$ cat src/flash_store_pkg.sv
`default_nettype none
package flash_store_pkg;
   // frame addressing
   localparam logic [15:0] CLUSTER_ID = 16'h0023;
   localparam logic [7:0] ENDPOINT = 8'hE6;
   // command and response codes
   localparam logic [7:0] OP_GEOMETRY = 8'h00;
   localparam logic [7:0] OP_ERASE = 8'h01;
   localparam logic [7:0] RESP_FLAG = 8'h80;
   localparam logic [7:0] RESULT_OK = 8'h00;
   localparam logic [7:0] RESULT_FAIL = 8'h01;
   // store geometry
   localparam logic [15:0] BLOCK_COUNT = 16'h0077;
   localparam logic [15:0] BLOCK_SIZE = 16'h0200;
   localparam logic [6:0] LAST_BLOCK = 7'h76;
   // byte positions in the payload header
   localparam int BYTE_OP = 0;
   localparam int BYTE_OPT = 1;
   localparam int BYTE_BLK = 2;
   localparam int BYTE_OFF = 4;
   localparam int BYTE_LEN = 6;
   // apb register offsets
   localparam logic [7:0] ADDR_CTRL = 8'h00;
   localparam logic [7:0] ADDR_STATUS = 8'h04;
   localparam logic [7:0] ADDR_MASK = 8'h08;
   localparam logic [7:0] ADDR_INFO = 8'h0C;
   localparam logic [7:0] ADDR_COUNT = 8'h10;
   // reset values
   localparam logic [1:0] CTRL_RESET = 2'h1;
   localparam logic [3:0] MASK_RESET = 4'h0;
   // event bits
   localparam int EVT_W = 4;
   localparam int EVT_DONE = 0;
   localparam int EVT_ERROR = 1;
   localparam int EVT_DROP = 2;
   localparam int EVT_EXPLICIT = 3;
   // byte 0 first; multi-byte fields most significant byte first
   typedef logic [0:7][7:0] hdr_t;
   typedef struct packed {
      logic [15:0] cluster;
      logic [7:0] dst_ep;
      logic [7:0] src_ep;
      logic broadcast;
      hdr_t hdr;
   } req_t;
   typedef struct packed {
      logic [7:0] dst_ep;
      hdr_t hdr;
   } rsp_t;
   typedef enum logic [1:0] {
      ST_IDLE = 2'b00,
      ST_ERASE = 2'b01,
      ST_RESP = 2'b10
   } state_t;
endpackage
`default_nettype wire

$ cat src/flash_store_command_handler.sv
`timescale 1ns/10ps
`default_nettype none
module flash_store_command_handler (
   // clock and reset
   input wire logic sys_clk,
   input wire logic reset_n,
   // apb slave
   input wire logic psel,
   input wire logic penable,
   input wire logic pwrite,
   input wire logic [7:0] paddr,
   input wire logic [31:0] pwdata,
   output logic [31:0] prdata,
   output logic pready,
   output logic pslverr,
   // command requests
   input wire logic req_valid,
   output logic req_ready,
   input wire flash_store_pkg::req_t req,
   // responses
   output logic rsp_valid,
   input wire logic rsp_ready,
   output flash_store_pkg::rsp_t rsp,
   // replies arriving for this node
   input wire logic rsp_in_valid,
   input wire logic [7:0] rsp_in_src_ep,
   output logic explicit_frame,
   // flash erase port
   output logic flash_erase_valid,
   input wire logic flash_erase_ready,
   output logic [6:0] flash_erase_block,
   // interrupt
   output logic irq
);

   ////////////////////////////////////////////////////////////////
   // state

   flash_store_pkg::state_t state;
   flash_store_pkg::state_t next_state;
   logic bcast;
   logic api_en;
   logic explicit_en;
   logic [3:0] mask;
   logic [3:0] status;
   logic [7:0] last_op;
   logic last_fail;
   logic [15:0] cmd_count;
   logic [15:0] drop_count;
   logic walk_done;

   ////////////////////////////////////////////////////////////////
   // request decode

   wire logic [7:0] op = req.hdr[flash_store_pkg::BYTE_OP];
   wire logic [15:0] blk = {req.hdr[flash_store_pkg::BYTE_BLK],
                            req.hdr[flash_store_pkg::BYTE_BLK+1]};
   wire logic [15:0] off = {req.hdr[flash_store_pkg::BYTE_OFF],
                            req.hdr[flash_store_pkg::BYTE_OFF+1]};
   wire logic [15:0] len = {req.hdr[flash_store_pkg::BYTE_LEN],
                            req.hdr[flash_store_pkg::BYTE_LEN+1]};

   wire logic take = req_valid && req_ready;
   wire logic addressed = (req.cluster == flash_store_pkg::CLUSTER_ID)
                          && (req.dst_ep == flash_store_pkg::ENDPOINT);
   wire logic accept = take && addressed;
   wire logic is_geo = op == flash_store_pkg::OP_GEOMETRY;
   wire logic is_erase = op == flash_store_pkg::OP_ERASE;
   wire logic erase_all = is_erase && (len == 16'h0000);
   // block past the count is refused
   wire logic blk_ok = blk < flash_store_pkg::BLOCK_COUNT;
   wire logic erase_ok = is_erase && (erase_all || blk_ok);
   wire logic fail = !(is_geo || erase_ok);
   wire logic start_erase = accept && erase_ok;

   ////////////////////////////////////////////////////////////////
   // response build

   wire logic [7:0] rsp_code = op | flash_store_pkg::RESP_FLAG;
   wire logic [7:0] rsp_result = fail ? flash_store_pkg::RESULT_FAIL
                                      : flash_store_pkg::RESULT_OK;
   // geometry in block and offset fields
   wire logic [15:0] rsp_blk = is_geo ? flash_store_pkg::BLOCK_COUNT : blk;
   wire logic [15:0] rsp_off = is_geo ? flash_store_pkg::BLOCK_SIZE : off;
   wire flash_store_pkg::hdr_t next_hdr = {rsp_code, rsp_result,
                                           rsp_blk, rsp_off, 16'h0000};

   always_ff @(posedge sys_clk) begin
      if (!reset_n) begin
         rsp <= '0;
         bcast <= 1'b0;
      end else if (accept) begin
         rsp.dst_ep <= req.src_ep;
         rsp.hdr <= next_hdr;
         bcast <= req.broadcast;
      end
   end

   ////////////////////////////////////////////////////////////////
   // sequencing

   always_comb begin
      next_state = state;
      unique case (state)
         flash_store_pkg::ST_IDLE: begin
            if (accept) begin
               if (erase_ok) begin
                  next_state = flash_store_pkg::ST_ERASE;
               end else if (!req.broadcast) begin
                  next_state = flash_store_pkg::ST_RESP;
               end
            end
         end
         flash_store_pkg::ST_ERASE: begin
            if (walk_done) begin
               next_state = bcast ? flash_store_pkg::ST_IDLE
                                  : flash_store_pkg::ST_RESP;
            end
         end
         flash_store_pkg::ST_RESP: begin
            if (rsp_ready) begin
               next_state = flash_store_pkg::ST_IDLE;
            end
         end
         default: begin
            next_state = flash_store_pkg::ST_IDLE;
         end
      endcase
   end

   always_ff @(posedge sys_clk) begin
      if (!reset_n) begin
         state <= flash_store_pkg::ST_IDLE;
      end else begin
         state <= next_state;
      end
   end

   // one command at a time; the erase walk holds off the next request
   assign req_ready = state == flash_store_pkg::ST_IDLE;
   assign rsp_valid = state == flash_store_pkg::ST_RESP;

   erase_walker u_walker (
      .sys_clk(sys_clk),
      .reset_n(reset_n),
      .start(start_erase),
      .erase_all(erase_all),
      .block(blk[6:0]),
      .done(walk_done),
      .flash_erase_valid(flash_erase_valid),
      .flash_erase_ready(flash_erase_ready),
      .flash_erase_block(flash_erase_block)
   );

   ////////////////////////////////////////////////////////////////
   // replies arriving for this node

   always_ff @(posedge sys_clk) begin
      if (!reset_n) begin
         explicit_frame <= 1'b0;
      end else begin
         explicit_frame <= rsp_in_valid && api_en
                           && ((rsp_in_src_ep == flash_store_pkg::ENDPOINT) || explicit_en);
      end
   end

   ////////////////////////////////////////////////////////////////
   // apb slave

   wire logic setup = psel && !penable;
   wire logic access = psel && penable;
   wire logic hit_ctrl = paddr == flash_store_pkg::ADDR_CTRL;
   wire logic hit_status = paddr == flash_store_pkg::ADDR_STATUS;
   wire logic hit_mask = paddr == flash_store_pkg::ADDR_MASK;
   wire logic hit_info = paddr == flash_store_pkg::ADDR_INFO;
   wire logic hit_count = paddr == flash_store_pkg::ADDR_COUNT;
   wire logic mapped = hit_ctrl || hit_status || hit_mask || hit_info || hit_count;
   wire logic wr = access && pwrite && mapped;
   wire logic busy = state != flash_store_pkg::ST_IDLE;
   wire logic [31:0] rd_mux = hit_ctrl ? {30'h00000000, explicit_en, api_en}
                            : hit_status ? {28'h0000000, status}
                            : hit_mask ? {28'h0000000, mask}
                            : hit_info ? {22'h000000, busy, last_fail, last_op}
                            : hit_count ? {drop_count, cmd_count}
                            : 32'h00000000;
   // only bits shown to software are cleared, so later events stay
   wire logic [3:0] clr = (access && !pwrite && hit_status) ? prdata[3:0] : 4'h0;
   wire logic cmd_done = (accept && !erase_ok) || walk_done;
   wire logic [3:0] events = {explicit_frame, take && !addressed,
                              accept && fail, cmd_done};

   assign pready = 1'b1;

   // read data is taken in setup so the access phase needs no wait
   always_ff @(posedge sys_clk) begin
      if (!reset_n) begin
         prdata <= 32'h00000000;
         pslverr <= 1'b0;
      end else if (setup) begin
         prdata <= pwrite ? 32'h00000000 : rd_mux;
         pslverr <= !mapped;
      end
   end

   always_ff @(posedge sys_clk) begin
      if (!reset_n) begin
         {explicit_en, api_en} <= flash_store_pkg::CTRL_RESET;
         mask <= flash_store_pkg::MASK_RESET;
      end else if (wr && hit_ctrl) begin
         {explicit_en, api_en} <= pwdata[1:0];
      end else if (wr && hit_mask) begin
         mask <= pwdata[3:0];
      end
   end

   always_ff @(posedge sys_clk) begin
      if (!reset_n) begin
         last_op <= 8'h00;
         last_fail <= 1'b0;
         cmd_count <= 16'h0000;
         drop_count <= 16'h0000;
      end else begin
         if (accept) begin
            last_op <= op;
            last_fail <= fail;
         end
         if (cmd_done) begin
            cmd_count <= cmd_count + 16'h0001;
         end
         if (take && !addressed) begin
            drop_count <= drop_count + 16'h0001;
         end
      end
   end

   event_irq #(
      .WIDTH(flash_store_pkg::EVT_W)
   ) u_irq (
      .sys_clk(sys_clk),
      .reset_n(reset_n),
      .set(events),
      .clr(clr),
      .mask(mask),
      .status(status),
      .irq(irq)
   );
endmodule
`default_nettype wire

$ cat src/event_irq.sv
`timescale 1ns/10ps
`default_nettype none
module event_irq #(
   parameter int WIDTH = 4
) (
   // clock and reset
   input wire logic sys_clk,
   input wire logic reset_n,
   // events and software side
   input wire logic [WIDTH-1:0] set,
   input wire logic [WIDTH-1:0] clr,
   input wire logic [WIDTH-1:0] mask,
   output logic [WIDTH-1:0] status,
   // interrupt
   output logic irq
);

   // set after clear: an event in the clearing cycle survives
   always_ff @(posedge sys_clk) begin
      if (!reset_n) begin
         status <= '0;
      end else begin
         status <= (status & ~clr) | set;
      end
   end

   assign irq = |(status & mask);
endmodule
`default_nettype wire

$ cat src/erase_walker.sv
`timescale 1ns/10ps
`default_nettype none
module erase_walker (
   // clock and reset
   input wire logic sys_clk,
   input wire logic reset_n,
   // request
   input wire logic start,
   input wire logic erase_all,
   input wire logic [6:0] block,
   output logic done,
   // flash erase port
   output logic flash_erase_valid,
   input wire logic flash_erase_ready,
   output logic [6:0] flash_erase_block
);

   logic busy;
   logic [6:0] last;
   wire logic step = busy && flash_erase_ready;
   wire logic final_step = step && (flash_erase_block == last);

   always_ff @(posedge sys_clk) begin
      if (!reset_n) begin
         busy <= 1'b0;
         last <= 7'h00;
         flash_erase_block <= 7'h00;
         done <= 1'b0;
      end else begin
         done <= final_step;
         if (start) begin
            busy <= 1'b1;
            flash_erase_block <= erase_all ? 7'h00 : block;
            last <= erase_all ? flash_store_pkg::LAST_BLOCK : block;
         end else if (final_step) begin
            busy <= 1'b0;
         end else if (step) begin
            flash_erase_block <= flash_erase_block + 7'h01;
         end
      end
   end

   assign flash_erase_valid = busy;
endmodule
`default_nettype wire

$ cat config.mk
export PLATFORM = sky130hd
export DESIGN_NAME = flash_store_command_handler
export DESIGN_NICKNAME = d
export VERILOG_FILES = /design/src/flash_store_pkg.sv /design/src/flash_store_command_handler.sv /design/src/event_irq.sv /design/src/erase_walker.sv
export SDC_FILE = /design/constraint.sdc
export NUM_CORES = 1
export LEC_CHECK = 0
export BUFFER_PORTS_ARGS = -buffer_cell sky130_fd_sc_hd__clkbuf_2
export CAP_MARGIN = 20
export CORE_UTILIZATION = 48
export CTS_CLUSTER_DIAMETER = 100
export DETAILED_ROUTE_END_ITERATION = 8
export HOLD_SLACK_MARGIN = 0.12
export PLACE_DENSITY = 0.8
export SLEW_MARGIN = 40
export SYNTH_ARGS = -nofsm -noshare
export SYNTH_HDL_FRONTEND = slang
export SYNTH_HIERARCHICAL = 1
export SYNTH_SLANG_ARGS = --single-unit
$ cat constraint.sdc
create_clock -name sys_clk -period 3.5 [get_ports sys_clk]
set_clock_uncertainty 0.05 [all_clocks]
set_input_delay 0.175 -clock sys_clk [delete_from_list [all_inputs] [get_ports sys_clk]]
set_output_delay 0.175 -clock sys_clk [all_outputs]
set_load 0.05 [all_outputs]
==> impl_results.md <==
* Status: completed
* Sw Share at 0.218
* Die width at 118 um
* Max cap viols at 0
* Nets at 1138
* Arrival @ worst endpoint at 3.10 ns
* Ys Warns at 6
* Port Buffer Count at 211
* Root Driver: clkbuf_16
* Met3 Track Usage GR at 0.0693
* Leakage at 3.75 nW
* Setup crit start kind: input port
* Drt via density at 5.42
* Multi-input logic area at 3180 um^2
* CTS Sinks at 145
* Final period utilization at 0.796
* Via count at 6317
* CP Max Fanout at 14
* Switching pwr at 0.000838 W
* Worst EP required at 3.82 ns
* Skew-Pair Late Insertion Delay at 0.42 ns
* Cell Area, Placed at 7490 um^2
* Die area at 13900 um^2
* Worst VDD drop at 0.000394 V
* Worst-path clk slew at 0.06 ns
* Seq cells post-synth at 145
* Die height at 118 um
* M2 GR Usage at 0.453
* Core Footprint at 12800 um^2
* Inserted Clock Buffers at 17
* Initial Util at 0.502
* Sequential element share of the synthesized area at 0.451
* Final GP Congestion at 0.851
* GRT overflow at 0
* First-pass GRT wire length at 29300 um
* CTS tree: built
* Final Max Slew Viols at 0
* Placement Setup Slack at 0.754 ns
* WL final at 18000 um
* Main synth FF type: dfxtp_1
* RSZ-0062 raised after global routing: false
* Initial antenna violation count at 0
* GRT busiest layer: met2
* Worst relative slew slack at 0.495
* Fin. Hold Viols at 0
* Maximum clock frequency at 359 MHz
* Int Pwr at 0.00300 W
* Setup violators final at 0
* Met1 Use GR at 0.305
* Setup TNS at 0 ns
* Row cnt at 41
* Worst hold path type: input port to flop
* Largest net degree at the start of global routing at 55
* FF-to-FF setup slack at 0.99 ns
* Final instance area at 8690 um^2
* Worst r2r src: state[0]
* Pwr/cell area at 442 nW/um^2
* Unique cell type count in the Yosys netlist at 65
* DR iter-0 viols at 448
* Largest stage delay, worst path at 0.56 ns
* Post-synth EDFFs at 0
* Syn Std Cell Area at 6440 um^2
* TritonRoute pass-1 iters at 4
* Num ports at 272
* Synth Area per Inst at 8.78 um^2
* Worst Setup Slack, final at 0.715 ns
* Comb power frac at 0.069
* Worst path slowest cell: dlygate4sd3_1
* Share of cells above drive strength 1 at 0.282
* Setup CP Type: input port to flop
* HP Start: req_valid
* Routed WL per cell at 15.5 um
* Clock power share at 0.499
* CP cell instances: dlygate4sd3_1, clkbuf_2, or4_1, nand4bb_1, nand2b_1, nor2_1, buf_4, nor2b_1, nand2_1, o31ai_1, o311a_2
* Worst hold endpoint: state[0]
* Filler Cell Count at 1064
* Seq pwr share at 0.432
* Worst r2r dst: drop_count[15]
* Sequential Area at 2900 um^2
* Syn Inst Count at 733
* Largest buffer count on any clock path at 2
* FF-to-FF path depth at 6
* Vias in the first global route at 6108
* Hold depth at 4
* Detail Route Antenna Nets at 0
* DRC Markers at 0
* Detailed Place HPWL at 12100 um
* Worst slew pin tran at 0.758 ns
* CTS H-tree lvls at 4
* Async set or reset register ratio after synthesis at 0
* Tmin final at 2.79 ns
* Post_cts resized at 0
* Area Growth Syn to Fin at 35.0%
* Worst setup EP type: flop
* Total track usage at 0.262
[how the worst max path moves through the flow]
stage / start / end / slack [ns] / cells past startpoint
floorplan: req[93] / u_walker/flash_erase_block[2] / 0.77 / 9
global placement: req[93] / u_irq/status[1] / 0.77 / 9
detailed placement: req[93] / u_irq/status[1] / 0.75 / 9
CTS: req[60] / u_walker/flash_erase_block[3] / 0.77 / 11
global route: req[60] / u_walker/flash_erase_block[2] / 0.57 / 11
finish: req[60] / u_walker/flash_erase_block[3] / 0.71 / 11
[worst max-delay path, delay by kind of cell]
| family | cells | cell delay, ns |
|---|---|---|
| AO/OA/AOI/OAI | 2 | 0.30 |
| buffers and inverters | 3 | 0.90 |
| AND/OR/NAND/NOR | 6 | 1.73 |
[power groups by stage]
| stage | clock network, W | registers, W | logic (W) |
|---|---|---|---|
| 2_1_floorplan | 0 | 0.00170 | 0.000138 |
| 3_3_place_gp | 0 | 0.00170 | 0.000210 |
| 3_5_place_dp | 0 | 0.00170 | 0.000212 |
| 4_1_cts | 0.00194 | 0.00166 | 0.000262 |
| 5_1_grt | 0.00203 | 0.00166 | 0.000285 |
| 6_report | 0.00192 | 0.00166 | 0.000266 |
[timing repair]
action / 4_1_cts / 5_1_grt
hold buffers: 57 / 0
buffers inserted: 0 / 0
endpoints found under the hold margin: 69 / 0
endpoints found under the setup margin: 0 / 0
[cells in the mapped netlist, drive strengths merged, types with 3 or more instances]
cell type	count	area [um^2]
ha	3	37.5
o31ai	4	30.0
a21oi	43	219
xor2	21	184
mux2i	12	120
and4b	3	31.3
and4	4	35.0
o21a	5	37.5
or3	6	37.5
nor2	100	378
nand3	21	110
nor4	9	86.3
a21boi	6	45.1
inv	12	45.0
a22oi	59	443
buf	37	263
nand4	11	68.8
o221a	9	101
o311ai	3	26.3
a211oi	5	37.5
nor3	11	65.1
or4	7	52.6
clkbuf	36	135
xnor2	8	70.1
dfxtp	145	2900
nand2b	7	43.8
nor2b	9	56.3
nand2	63	236
o21ai	19	95.1
o211a	3	30.0
a31oi	4	25.0
and3	9	56.3
and2	8	51.3
[logic make-up (layout without fill, tap and decap cells)]
logic type | count (synthesis) | in the layout | share of synthesized area
other cells | 2 | 25 | 0.00117
compound gates | 174 | 174 | 0.190
xor+xnor | 29 | 29 | 0.0395
buf+inv | 85 | 323 | 0.0688
flops | 145 | 145 | 0.451
mux | 14 | 14 | 0.0222
fa+ha+maj | 3 | 3 | 0.00583
simple gates | 281 | 281 | 0.222
[cell type report]
cell class / instances / area share
Antenna cell: 1 / 0.000288
Sequential cell: 145 / 0.334
Inverter: 12 / 0.00533
Tap cell: 172 / 0.0248
Clock buffer: 21 / 0.0541
Multi-Input combinational cell: 525 / 0.366
Timing Repair Buffer: 280 / 0.198
Clock inverter: 10 / 0.0181
[layout by cell type, fill, tap and decap left out, drive strengths merged, types with 5 or more instances in the layout]
cell type	Yosys	layout
nand3	21	21
inv	12	11
nand2b	7	7
or4	7	7
o221a	9	9
mux2i	12	12
clkbuf	36	232
a22oi	59	59
or3	6	6
xor2	21	21
nor2	100	100
nor2b	9	9
o21ai	19	19
and2	8	8
nand2	63	63
a21boi	6	6
dlygate4sd3	0	57
o21a	5	5
a21oi	43	43
conb	2	24
dfxtp	145	145
buf	37	12
xnor2	8	8
a211oi	5	5
nand4	11	11
nor3	11	11
nor4	9	9
and3	9	9
[routing by layer]
layer / vias up / wire, um
met4: 0 / 500
met3: 42 / 1080
met5: - / 0
met2: 237 / 9010
met1: 2965 / 7430
li1: 3073 / -
[state kept, by name, indices dropped and copies added (netlist names), 2 cells and up]
name / count
u_walker/flash_erase_block: 7
mask: 4
state: 2
drop_count: 16
rsp: 48
u_irq/status: 4
u_walker/last: 7
cmd_count: 16
prdata: 32
[stage by stage]
stage / total power (W) / std cells / hold WS (ns) / util
global placement: 0.00191 / 1077 / 0.350 / 0.584
detailed placement: 0.00191 / 1077 / 0.359 / 0.584
global route: 0.00397 / 1165 / 0.165 / 0.677
CTS: 0.00386 / 1165 / 0.128 / 0.677
finish: 0.00384 / 1166 / 0.146 / 0.678
floorplan: 0.00184 / 755 / 0.243 / -
No activity file was read; power rests on OpenSTA's default activity.
